**config.mk**
```make
export PLATFORM = sky130hd
export DESIGN_NAME = irq_priority_bank
export DESIGN_NICKNAME = d
export VERILOG_FILES = /design/src/pkg/irq_priority_pkg.sv /design/src/rtl/irq_priority_bank.sv
export SDC_FILE = /design/constraint.sdc
export NUM_CORES = 1
export LEC_CHECK = 0
export BUFFER_PORTS_ARGS = -buffer_cell sky130_fd_sc_hd__buf_4
export CAP_MARGIN = 20
export CELL_PAD_IN_SITES_DETAIL_PLACEMENT = 0
export CELL_PAD_IN_SITES_GLOBAL_PLACEMENT = 1
export CORE_MARGIN = 4
export CORE_UTILIZATION = 37
export CTS_CLUSTER_SIZE = 16
export DETAILED_ROUTE_END_ITERATION = 16
export PLACE_DENSITY_LB_ADDON = 0.1
export SYNTH_ARGS = -nofsm -noshare
export SYNTH_HDL_FRONTEND = slang
export SYNTH_SLANG_ARGS = --single-unit
```
**constraint.sdc**
```tcl
create_clock -name clk -period 2.7 [get_ports clk]
set_input_delay 0.405 -clock clk [delete_from_list [all_inputs] [get_ports clk]]
set_output_delay 0.405 -clock clk [all_outputs]
set_load 0.03 [all_outputs]
```
**src/pkg/irq_priority_pkg.sv**
```systemverilog
// Constants, tables and types for the upper interrupt priority bank.
// Assumes a 32-bit AXI4-Lite register bus and one priority field per source.
package irq_priority_pkg;

    // sizes of the bank and of the bus
    localparam int NUM_SRC = 18;
    localparam int NUM_REG = 8;
    localparam int ADDR_W = 8;
    localparam int DATA_W = 32;
    localparam int PRIO_W = 3;
    localparam int VIEW_W = 16;

    // priority codes
    localparam logic [PRIO_W-1:0] PRIO_RESET = 3'h4;
    localparam logic [PRIO_W-1:0] PRIO_OFF = 3'h0;
    localparam logic [PRIO_W-1:0] PRIO_MIN = 3'h1;
    localparam logic [PRIO_W-1:0] PRIO_MAX = 3'h7;

    // byte offsets: irq_priority_18, 19, 20, 21, 22, 23, 25, 26
    localparam logic [ADDR_W-1:0] REG_OFFSET [NUM_REG] = '{
        8'h00, 8'h04, 8'h08, 8'h0C, 8'h10, 8'h14, 8'h18, 8'h1C
    };

    // implemented bits of each register, everything else reads zero
    localparam logic [VIEW_W-1:0] REG_MASK [NUM_REG] = '{
        16'h0007, 16'h7770, 16'h7770, 16'h7700,
        16'h0077, 16'h0077, 16'h7007, 16'h0777
    };

    // register index of each source field
    localparam logic [2:0] SRC_REG [NUM_SRC] = '{
        3'h0,                   // hlvd_prio
        3'h1, 3'h1, 3'h1,       // dac2_prio, dac1_prio, charge_time_prio
        3'h2, 3'h2, 3'h2,       // uart3_tx_prio, uart3_rx_prio, uart3_err_prio
        3'h3, 3'h3,             // uart4_err_prio, usb_ctrl_prio
        3'h4, 3'h4,             // uart4_tx_prio, uart4_rx_prio
        3'h5, 3'h5,             // capture9_prio, compare9_prio
        3'h6, 3'h6,             // opamp1_prio, lcd_ctrl_prio
        3'h7, 3'h7, 3'h7        // osc_selftune_prio, sigma_delta_prio, opamp2_prio
    };

    // low bit of each source field inside its register
    localparam logic [3:0] SRC_LSB [NUM_SRC] = '{
        4'h0,
        4'hC, 4'h8, 4'h4,
        4'hC, 4'h8, 4'h4,
        4'hC, 4'h8,
        4'h4, 4'h0,
        4'h4, 4'h0,
        4'hC, 4'h0,
        4'h8, 4'h4, 4'h0
    };

    // bus responses
    localparam logic [1:0] RESP_OKAY = 2'h0;
    localparam logic [1:0] RESP_SLVERR = 2'h2;

    // level and gated request handed to the arbiter
    typedef struct packed {
        logic [PRIO_W-1:0] level;
        logic req;
    } src_irq_t;

    typedef enum logic [1:0] {
        WR_COLLECT = 2'b01,
        WR_RESP = 2'b10
    } wr_state_t;

    typedef enum logic [1:0] {
        RD_IDLE = 2'b01,
        RD_DATA = 2'b10
    } rd_state_t;

endpackage : irq_priority_pkg

```
**src/rtl/irq_priority_bank.sv**
```systemverilog
// Upper interrupt priority bank: eight registers of 3-bit priority fields.
// Assumes an AXI4-Lite master on the clk domain and pending requests
// that arrive synchronous to clk; the arbiter sits downstream.
//
// The implementer's own choices: the register addresses and the AXI4-Lite slave port.
`timescale 1ns/1ps

module irq_priority_bank
    import irq_priority_pkg::*;
(
    input wire logic clk,
    input wire logic rst_n,
    input wire logic [ADDR_W-1:0] awaddr,
    input wire logic [2:0] awprot,
    input wire logic awvalid,
    output logic awready,
    input wire logic [DATA_W-1:0] wdata,
    input wire logic [3:0] wstrb,
    input wire logic wvalid,
    output logic wready,
    output logic [1:0] bresp,
    output logic bvalid,
    input wire logic bready,
    input wire logic [ADDR_W-1:0] araddr,
    input wire logic [2:0] arprot,
    input wire logic arvalid,
    output logic arready,
    output logic [DATA_W-1:0] rdata,
    output logic [1:0] rresp,
    output logic rvalid,
    input wire logic rready,
    input wire logic [NUM_SRC-1:0] srcPending,
    output src_irq_t [NUM_SRC-1:0] irqOut
);

    // write channel state
    wr_state_t wrState_reg;
    logic awready_reg;
    logic wready_reg;
    logic [ADDR_W-1:0] awAddr_reg;
    logic [VIEW_W-1:0] wData_reg;
    logic [1:0] wStrb_reg;
    logic bvalid_reg;
    logic [1:0] bresp_reg;

    // read channel state
    rd_state_t rdState_reg;
    logic arready_reg;
    logic rvalid_reg;
    logic [DATA_W-1:0] rdata_reg;
    logic [1:0] rresp_reg;

    // priority fields and gated requests
    logic [PRIO_W-1:0] field_reg [NUM_SRC];
    logic [PRIO_W-1:0] field_next [NUM_SRC];
    logic [NUM_SRC-1:0] req_reg;
    logic [NUM_SRC-1:0] req_next;

    // decode
    logic [NUM_REG-1:0] wrHit;
    logic [NUM_REG-1:0] rdHit;
    logic wrMapped;
    logic rdMapped;
    logic awTake;
    logic wTake;
    logic arTake;
    logic doWrite;
    logic [NUM_SRC-1:0] fieldWe;
    logic [VIEW_W-1:0] regView [NUM_REG];
    logic [VIEW_W-1:0] rdWord;

    // handshakes and the write commit point
    assign awTake = awvalid && awready_reg;
    assign wTake = wvalid && wready_reg;
    assign arTake = arvalid && arready_reg;
    assign doWrite = (wrState_reg == WR_COLLECT) && !awready_reg && !wready_reg;

    // word decode against the offset table; low two address bits ignored
    generate
        for (genvar k = 0; k < NUM_REG; k++) begin : g_decode
            assign wrHit[k] = awAddr_reg[ADDR_W-1:2] == REG_OFFSET[k][ADDR_W-1:2];
            assign rdHit[k] = araddr[ADDR_W-1:2] == REG_OFFSET[k][ADDR_W-1:2];
        end
    endgenerate

    assign wrMapped = |wrHit;
    assign rdMapped = |rdHit;

    // per-source field: byte-lane gated write, gated request toward the arbiter
    generate
        for (genvar s = 0; s < NUM_SRC; s++) begin : g_src
            assign fieldWe[s] = doWrite && wrHit[SRC_REG[s]]
                && (SRC_LSB[s][3] ? wStrb_reg[1] : wStrb_reg[0]);
            assign field_next[s] = fieldWe[s] ? wData_reg[SRC_LSB[s] +: PRIO_W]
                : field_reg[s];
            // a zero code blocks the request, any other code passes it
            assign req_next[s] = srcPending[s] && (field_reg[s] != PRIO_OFF);
            // level travels unchanged: its binary value is the priority
            assign irqOut[s].level = field_reg[s];
            assign irqOut[s].req = req_reg[s];

            // field storage, power-on level 4
            always_ff @(posedge clk or negedge rst_n) begin
                if (!rst_n) begin
                    field_reg[s] <= PRIO_RESET;
                end else begin
                    field_reg[s] <= field_next[s];
                end
            end

            property p_write_lands;
                @(posedge clk) disable iff (!rst_n)
                fieldWe[s] |=> field_reg[s] == $past(wData_reg[SRC_LSB[s] +: PRIO_W]);
            endproperty
            a_write_lands: assert property (p_write_lands)
                else $error("priority field did not take the written code");

            property p_hold_no_write;
                @(posedge clk) disable iff (!rst_n)
                !fieldWe[s] |=> $stable(field_reg[s]);
            endproperty
            a_hold_no_write: assert property (p_hold_no_write)
                else $error("priority field changed without a write");

            property p_disabled_no_req;
                @(posedge clk) disable iff (!rst_n)
                (field_reg[s] == PRIO_OFF) |=> !irqOut[s].req;
            endproperty
            a_disabled_no_req: assert property (p_disabled_no_req)
                else $error("disabled source raised a request");

            property p_enabled_req;
                @(posedge clk) disable iff (!rst_n)
                (rst_n && srcPending[s] && field_reg[s] >= PRIO_MIN) |=> irqOut[s].req;
            endproperty
            a_enabled_req: assert property (p_enabled_req)
                else $error("enabled pending source gave no request");

            property p_top_level;
                @(posedge clk) disable iff (!rst_n)
                (rst_n && srcPending[s] && field_reg[s] == PRIO_MAX && !fieldWe[s])
                    |=> (irqOut[s].req && irqOut[s].level == PRIO_MAX);
            endproperty
            a_top_level: assert property (p_top_level)
                else $error("top code did not give level seven with a request");

            // no pending input, no request on the next edge
            property p_idle_no_req;
                @(posedge clk) disable iff (!rst_n)
                !srcPending[s] |=> !irqOut[s].req;
            endproperty
            a_idle_no_req: assert property (p_idle_no_req)
                else $error("request raised without a pending input");
        end
    endgenerate

    // gated request flops
    always_ff @(posedge clk or negedge rst_n) begin
        if (!rst_n) begin
            req_reg <= '0;
        end else begin
            req_reg <= req_next;
        end
    end

    // register views: fields placed at their bit positions, the rest zero
    always_comb begin
        for (int k = 0; k < NUM_REG; k++) begin
            regView[k] = '0;
            for (int s = 0; s < NUM_SRC; s++) begin
                if (SRC_REG[s] == 3'(k)) begin
                    regView[k][SRC_LSB[s] +: PRIO_W] = field_reg[s];
                end
            end
        end
    end

    // read data select
    always_comb begin
        rdWord = '0;
        for (int k = 0; k < NUM_REG; k++) begin
            if (rdHit[k]) begin
                rdWord = regView[k];
            end
        end
    end

    // write address and data taken in either order, then one response
    always_ff @(posedge clk or negedge rst_n) begin
        if (!rst_n) begin
            wrState_reg <= WR_COLLECT;
            awready_reg <= 1'b1;
            wready_reg <= 1'b1;
            awAddr_reg <= '0;
            wData_reg <= '0;
            wStrb_reg <= '0;
            bvalid_reg <= 1'b0;
            bresp_reg <= RESP_OKAY;
        end else begin
            case (wrState_reg)
                WR_COLLECT: begin
                    if (awTake) begin
                        awAddr_reg <= awaddr;
                        awready_reg <= 1'b0;
                    end
                    if (wTake) begin
                        wData_reg <= wdata[VIEW_W-1:0];
                        wStrb_reg <= wstrb[1:0];
                        wready_reg <= 1'b0;
                    end
                    if (doWrite) begin
                        bvalid_reg <= 1'b1;
                        bresp_reg <= wrMapped ? RESP_OKAY : RESP_SLVERR;
                        wrState_reg <= WR_RESP;
                    end
                end
                WR_RESP: begin
                    if (bready) begin
                        bvalid_reg <= 1'b0;
                        awready_reg <= 1'b1;
                        wready_reg <= 1'b1;
                        wrState_reg <= WR_COLLECT;
                    end
                end
                default: begin
                    wrState_reg <= WR_COLLECT;
                    awready_reg <= 1'b1;
                    wready_reg <= 1'b1;
                    bvalid_reg <= 1'b0;
                end
            endcase
        end
    end

    // read: address taken in idle, data held until accepted
    always_ff @(posedge clk or negedge rst_n) begin
        if (!rst_n) begin
            rdState_reg <= RD_IDLE;
            arready_reg <= 1'b1;
            rvalid_reg <= 1'b0;
            rdata_reg <= '0;
            rresp_reg <= RESP_OKAY;
        end else begin
            case (rdState_reg)
                RD_IDLE: begin
                    if (arTake) begin
                        rdata_reg <= {{(DATA_W - VIEW_W){1'b0}}, rdWord};
                        rresp_reg <= rdMapped ? RESP_OKAY : RESP_SLVERR;
                        rvalid_reg <= 1'b1;
                        arready_reg <= 1'b0;
                        rdState_reg <= RD_DATA;
                    end
                end
                RD_DATA: begin
                    if (rready) begin
                        rvalid_reg <= 1'b0;
                        arready_reg <= 1'b1;
                        rdState_reg <= RD_IDLE;
                    end
                end
                default: begin
                    rdState_reg <= RD_IDLE;
                    arready_reg <= 1'b1;
                    rvalid_reg <= 1'b0;
                end
            endcase
        end
    end

    // bus outputs straight from flops
    assign awready = awready_reg;
    assign wready = wready_reg;
    assign bvalid = bvalid_reg;
    assign bresp = bresp_reg;
    assign arready = arready_reg;
    assign rvalid = rvalid_reg;
    assign rdata = rdata_reg;
    assign rresp = rresp_reg;

    // read-back and unused-bit checks per register
    generate
        for (genvar k = 0; k < NUM_REG; k++) begin : g_reg_chk
            property p_unimpl_zero;
                @(posedge clk) disable iff (!rst_n)
                (arTake && rdHit[k]) |=> (rvalid_reg
                    && (rdata_reg[VIEW_W-1:0] & ~REG_MASK[k]) == '0
                    && rdata_reg[DATA_W-1:VIEW_W] == '0);
            endproperty
            a_unimpl_zero: assert property (p_unimpl_zero)
                else $error("unimplemented bits read non-zero");

            property p_read_back;
                @(posedge clk) disable iff (!rst_n)
                (arTake && rdHit[k]) |=> (rdata_reg[VIEW_W-1:0] == $past(regView[k])
                    && rresp_reg == RESP_OKAY) ##1 (rvalid_reg || $past(rready));
            endproperty
            a_read_back: assert property (p_read_back)
                else $error("read data does not match the register fields");
        end
    endgenerate

    property p_write_resp;
        @(posedge clk) disable iff (!rst_n)
        doWrite |=> (bvalid_reg && bresp_reg == ($past(wrMapped) ? RESP_OKAY : RESP_SLVERR));
    endproperty
    a_write_resp: assert property (p_write_resp)
        else $error("write response missing or wrong one cycle after commit");

    // a busy write channel refuses new address and data and keeps its response up
    property p_write_busy;
        @(posedge clk) disable iff (!rst_n)
        (wrState_reg == WR_RESP) |-> (bvalid_reg && !awready_reg && !wready_reg);
    endproperty
    a_write_busy: assert property (p_write_busy)
        else $error("write channel took a new request while a response was pending");

    // a busy read channel refuses a new address and keeps its data up
    property p_read_busy;
        @(posedge clk) disable iff (!rst_n)
        (rdState_reg == RD_DATA) |-> (rvalid_reg && !arready_reg);
    endproperty
    a_read_busy: assert property (p_read_busy)
        else $error("read channel took a new address while data was pending");

    // unmapped reads return zero with an error response
    property p_read_unmapped;
        @(posedge clk) disable iff (!rst_n)
        (arTake && !rdMapped) |=> (rdata_reg == '0 && rresp_reg == RESP_SLVERR);
    endproperty
    a_read_unmapped: assert property (p_read_unmapped)
        else $error("unmapped read gave data or an okay response");

endmodule : irq_priority_bank

```
==> impl_metrics.json, run 1 <==
{
  "synthAdderAreaFrac_pct": 0,
  "skew_ns": 0.005674,
  "cts.hold.buffers_added": 0,
  "end_kind": "flip-flop",
  "tightestPinTransition_ns": 0.6689,
  "yosysWarnings": 0,
  "place_congestion": 0.7506,
  "power.leakage_nw": 3.144,
  "synth_cells": 374,
  "peakVddDrop_v": 0.0004937,
  "layout.cells.non_filler": 702,
  "yosysSeqAreaShare_pct": 57.78,
  "grt_usage_pct": 16.79,
  "max_stage_delay_ns": 0.53,
  "cts_made_buffers": 9,
  "slew_headroom_pct": 55.41,
  "tns_ns": 0,
  "synth.mux.area_fraction_pct": 19.72,
  "cap_violations": 0,
  "pin_count": 196,
  "initial_utilization_pct": 38.35,
  "cp.required_ns": 2.93,
  "antenna_found_initial": 0,
  "hold_viol": 0,
  "setup_viol": 0,
  "portBuffers": 141,
  "rows": 41,
  "synth_simple_gate_area_share_pct": 9.017,
  "cts_setup_buffers": 0,
  "wl_per_cell_um": 18.02,
  "die_w_um": 123.1,
  "cts-root-buf": "clkbuf_16",
  "max_freq_ghz": 0.4408,
  "worstSetupPathType": "flip-flop to flip-flop",
  "synth-compound-area-share_pct": 8.966,
  "cts_max_level": 3,
  "first_pass_iters": 4,
  "die-area_um2": 15140,
  "crit_family": "simple AND/OR/NAND/NOR gates",
  "drc": 0,
  "cts.path.max_buffers": 2,
  "largest_reg_flops": 54,
  "numClockSinks": 112,
  "grt_max_degree": 50,
  "nets": 608,
  "p_per_area_nw_per_um2": 1122,
  "slowest_stage": "dfstp_2",
  "cp_cell_sequence": "or4b_4 > nor2_4 > nand2_4 > or3_1 > mux2_4",
  "fin_crit_sh_pct": 84.02,
  "ctsResizeCount": 0,
  "cts_tree": "built",
  "syn-cell-area_um2": 4898,
  "die_y_um": 123.1,
  "num_vias": 3461,
  "grt_pass1_wl_mm": 19.40,
  "core_um2": 12770,
  "clkSlewWorstSetupHoldPaths_ns": 0.07,
  "grt_pass1_vias": 3586,
  "final_common_cell": "buf_4",
  "netlist-cell-type-count": 38,
  "synth_seq_cells": 112,
  "dpl.cell_count": 686,
  "drv_slew": 0,
  "viasPerCell": 4.930,
  "antennaDiodeCount": 0,
  "synth_top_family_by_area": "multiplexers",
  "drt_iter0_drc": 208,
  "final_cell_mix": "148 x buf_4, 90 x dfrtp_1, 76 x mux2_2, 22 x conb_1, 22 x dfstp_2",
  "min_path_type": "input pin to asynchronous set/reset pin",
  "cp-start-kind": "flip-flop",
  "hpwl_mm": 9.514,
  "synthXorXnorAreaFrac_pct": 0,
  "period_minus_slack_ns": 2.268,
  "avgSynthCellArea_um2": 13.10,
  "status": "finished clean",
  "insertion_delay_ns": 0.35,
  "drt-total-wl_mm": 12.65,
  "drive_above_1_share_pct": 52.08,
  "gr-total-overflow": 0,
  "grt_setup_unrepaired": "no",
  "crit_buf_inv": 0,
  "arrival_ns": 2.50,
  "drtAntennaViolNets": 0,
  "critPathMaxFanout": 6,
  "syn_to_final_growth_pct": 31.47
}
## Yosys cell counts (all sizes together)
| master | instances | area share [%] |
|---|---|---|
| a2111oi | 1 | 0.18 |
| a211oi | 1 | 0.15 |
| a21o | 1 | 0.15 |
| a21oi | 16 | 1.6 |
| a221o | 3 | 0.61 |
| a22oi | 8 | 1.2 |
| and2 | 3 | 0.41 |
| and3b | 1 | 0.18 |
| buf | 23 | 3.6 |
| clkbuf | 7 | 0.54 |
| conb | 1 | 0.077 |
| dfrtp | 90 | 46 |
| dfstp | 22 | 12 |
| inv | 4 | 0.31 |
| mux2 | 82 | 19 |
| mux2i | 2 | 0.41 |
| nand2 | 20 | 1.7 |
| nand2b | 4 | 0.51 |
| nand3 | 7 | 0.72 |
| nand3b | 1 | 0.15 |
| nand4b | 1 | 0.18 |
| nor2 | 21 | 1.8 |
| nor2b | 4 | 0.51 |
| nor3 | 10 | 1.5 |
| nor3b | 1 | 0.15 |
| nor4 | 1 | 0.43 |
| nor4b | 1 | 0.31 |
| o211ai | 1 | 0.15 |
| o21ai | 16 | 1.6 |
| o31a | 18 | 3.2 |
| or3 | 2 | 0.26 |
| or4b | 1 | 0.28 |
## power by group
part / internal [mW] / switching [mW] / leakage [nW]
clock network: 0.821 / 0.587 / 0.159
registers: 2.36 / 0.680 / 1.42
logic: 1.22 / 1.55 / 1.56
total: 4.41 / 2.82 / 3.14
## routing by layer
metal | vias to the layer above | GRT usage [%] | wire length [µm]
met5 | - | 0 | 0
met4 | 0 | 6.090 | 178
met2 | 105 | 25.49 | 5837
li1 | 1618 | - | -
met3 | 13 | 2.699 | 726
met1 | 1725 | 24.36 | 5908
## cells by family (layout without fill, tap and decap cells)
group,count (synthesis),count (layout)
flops,112,112
mux,84,84
other cells,1,22
compound gates,65,65
simple gates,78,78
buf+inv,34,169
## final cells by class
class | count | area, µm²
clock buffers | 14 | 284.0
clock inverters | 2 | 35.03
fillers | 1176 | 6334
inverters | 4 | 15.01
multi-input cells | 249 | 1929
flip-flops and latches | 112 | 2830
well taps | 172 | 215.2
repair buffers | 149 | 1131
## worst paths after layout
kind	from	endpoint	slack [ns]	cells after the start
max in group asynchronous	rst_n	irqOut[39]$_DFFE_PN1P_	1.78	2
setup / recovery	wrState_reg[0]$_DFFE_PN1P_	irqOut[69]$_DFFE_PN0P_	0.43	5
hold reg to reg	rdata[0]$_DFFE_PN0P_	rdata[0]$_DFFE_PN0P_	0.49	2
min in group clk	wvalid	wready$_DFFE_PN1P_	0.20	2
hold / removal	rst_n	req_reg[7]$_DFF_PN0_	0.09	1
setup reg to reg	wrState_reg[0]$_DFFE_PN1P_	irqOut[69]$_DFFE_PN0P_	0.43	5
## metrics by stage
stage                     instance area, µm²  hold slack (ns)  util, %  power [mW]  setup WS, ns
final                                   6440          0.08621    50.42       7.223        0.4315
after CTS                               6440           0.1079    50.42       7.307        0.4163
after floorplan                         4977           0.1094        -       4.699        0.5506
after detailed placement                6121           0.4836    47.92       5.884        0.4257
after global routing                    6440           0.1321    50.42       7.613        0.3522
after global placement                  6121           0.4670    47.92       5.824        0.4507
Power figures use the tool's default switching activity.
==> inputs of run 2 (changes only) <==
ABC_AREA = 1   (was default)
CORE_UTILIZATION = 32   (was 37)
clock period = 2 ns   (was 2.7 ns; I/O delays follow)
==> run 2 against run 1 <==
Effect of this change: first-iteration DRC count grew 1.4%; register-to-register slack lost 0.19 ns; clock skew grew 0.0022 ns; cell area grew 1.7%; utilization shrank 7.7 points; hold slack lost 0.065 ns; die area grew 17%; wire length grew 7.7%; critical path type unchanged; clock power grew 31%.
==> impl_metrics.json, run 2 <==
{
  "cts_max_level": 3,
  "place_ws_ns": 0.2501,
  "clkSlewWorstSetupHoldPaths_ns": 0.07,
  "setup_viol": 0,
  "netlist-cell-type-count": 30,
  "tns_ns": 0,
  "grt_usage_pct": 15.42,
  "wl_per_cell_um": 15.18,
  "grt_pass1_vias": 3826,
  "ctsResizeCount": 0,
  "cts_made_buffers": 9,
  "die-area_um2": 17780,
  "fin_crit_sh_pct": 88.08,
  "grt_pass1_wl_mm": 21.55,
  "clock_power_share_pct": 20.4,
  "max_freq_ghz": 0.5677,
  "first_pass_iters": 4,
  "p_per_area_nw_per_um2": 1383,
  "setup_ws_ns": 0.2384,
  "skew_ns": 0.007916,
  "final_cell_mix": "144 x buf_4, 143 x nand2_1, 90 x dfrtp_1, 49 x inv_1, 37 x nor2_1",
  "initial_utilization_pct": 32.82,
  "hpwl_mm": 10.45,
  "combPwrFrac_pct": 39.2,
  "r2r_setup_slack_ns": 0.24,
  "nFillCells": 1540,
  "synth_seq_cells": 112,
  "yosysWarnings": 0,
  "end_kind": "flip-flop",
  "synth_top_area_share_pct": 44.81,
  "core_um2": 15310,
  "synth_area_leaders": "dfrtp_1 45%, dfstp_2 12%, nand2_1 11%",
  "antennaDiodeCount": 0,
  "drv_slew": 0,
  "critPathMaxFanout": 12,
  "die_y_um": 133.3,
  "final_common_cell": "buf_4",
  "antenna_found_initial": 0,
  "yosysSeqAreaShare_pct": 56.31,
  "cp.required_ns": 2.23,
  "synth_commonest_cells": "143 x nand2_1, 90 x dfrtp_1, 49 x inv_1",
  "drc": 0,
  "syn-cell-area_um2": 5026,
  "multi_input_area_um2": 1857,
  "syn_to_final_growth_pct": 30.30,
  "peakVddDrop_v": 0.0007235,
  "synth_edf_count": 0,
  "nets": 765,
  "cts_tree": "built",
  "cts_setup_buffers": 0,
  "synth.largest_area_cell": "dfrtp_1",
  "drt-total-wl_mm": 13.63,
  "numClockSinks": 112,
  "pin_count": 196,
  "largest_reg_flops": 54,
  "die_w_um": 133.3,
  "slew_headroom_pct": 59.80,
  "worstSetupPathType": "flip-flop to flip-flop",
  "power.leakage_nw": 3.269,
  "seq_area_um2": 2830,
  "num_vias": 3951,
  "cts-root-buf": "clkbuf_16",
  "avgSynthCellArea_um2": 9.377,
  "drive_above_1_share_pct": 34.35,
  "viasPerCell": 4.400,
  "holdWs_ns": 0.02156,
  "arrival_ns": 1.99,
  "insertion_delay_ns": 0.35,
  "place_congestion": 0.8172,
  "grt_max_degree": 113,
  "cts.hold.buffers_added": 0,
  "portBuffers": 141,
  "status": "finished clean",
  "cp-start-kind": "flip-flop",
  "drtAntennaViolNets": 0,
  "cts.path.max_buffers": 2,
  "synth_cells": 536,
  "yosysMostFrequentCell": "nand2_1",
  "p_sw_share_pct": 41.19,
  "ys.flop_type": "dfrtp_1",
  "period_minus_slack_ns": 1.762,
  "grt_setup_unrepaired": "no",
  "drt_iter0_drc": 211,
  "layout.cells.non_filler": 898,
  "switchingPower_mw": 3.731,
  "tightestPinTransition_ns": 0.6031,
  "dpl.cell_count": 882,
  "hold_viol": 0,
  "gr-total-overflow": 0,
  "min_path_type": "input pin to asynchronous set/reset pin",
  "cap_violations": 0,
  "rows": 45,
  "p_int_mw": 5.327,
  "seqPwrFrac_pct": 40.3,
  "synthArstFlopShare_pct": 100.0
}
[run 2: cell count changes after synthesis, moves of 6 or more]
cell | before | now
nand2_1 | 19 | 143
mux2_2 | 76 | 5
inv_1 | 4 | 49
o21ai_2 | 0 | 24
o21ai_0 | 16 | 34
nor2_1 | 20 | 37
nand3_1 | 7 | 17
o21ai_1 | 0 | 10
a22oi_1 | 8 | 0
clkbuf_1 | 7 | 0
mux2_4 | 6 | 0
nand4_1 | 0 | 6
nor2_4 | 1 | 7
nor3_1 | 8 | 2
[run 2: critical path: stages, from the launching register on]
cell,delay [ns]
dfstp_2,0.52
inv_1,0.07
nor2_4,0.11
nand2_2,0.14
nor2_1,0.21
nand2_1,0.34
nand2_1,0.18
o21ai_2,0.06
[run 2: kinds of logic (layout without fill, tap and decap cells)]
group	after synthesis	in the layout	synth area share, %
buffers and inverters	82	212	8.315
multiplexers	5	5	1.120
AO/OA/AOI/OAI	106	106	13.64
flip-flops	112	112	56.31
AND/OR/NAND/NOR	230	230	20.54
other	1	22	0.07461
[run 2: final timing paths]
check                                      startpoint                       end  cells past startpoint
min in group clk                              awvalid       awready$_DFFE_PN1P_                      4
max in group asynchronous                       rst_n  wData_reg[9]$_DFFE_PN0P_                      2
min reg2reg                     rdata[12]$_DFFE_PN0P_     rdata[12]$_DFFE_PN0P_                      2
min                                             rst_n      rdata[1]$_DFFE_PN0P_                      2
max                        wrState_reg[0]$_DFFE_PN1P_     irqOut[6]$_DFFE_PN0P_                      7
max reg2reg                wrState_reg[0]$_DFFE_PN1P_     irqOut[6]$_DFFE_PN0P_                      7
[run 2: metrics by stage]
stage	instance area (µm²)	utilization (%)	total power [mW]
after global placement	6243	40.77	7.229
after CTS	6549	42.76	9.191
final	6549	42.76	9.057
after floorplan	5105	-	5.878
after global routing	6549	42.76	9.615
after detailed placement	6243	40.77	7.299
[run 2: power groups by stage]
stage	registers, mW	clock network, mW	logic [mW]
2_1_floorplan	4.56	0	1.31
3_3_place_gp	3.68	0	3.55
3_5_place_dp	3.70	0	3.60
4_1_cts	3.66	1.92	3.61
5_1_grt	3.76	2.01	3.84
6_report	3.65	1.85	3.55
[run 2: per-layer routing]
layer	GRT usage, %	routed length [µm]
met1	22.57	6764
met2	22.40	5880
met3	3.588	776
met4	5.314	207
met5	0	0
[run 2: area by class of cell]
type,instances,share of cell area (%)
Clock inverter,6,1.013
Inverter,51,2.923
Multi-Input combinational cell,363,28.35
Sequential cell,112,43.22
Timing Repair Buffer,145,16.81
Clock buffer,10,3.649
Tap cell,211,4.031
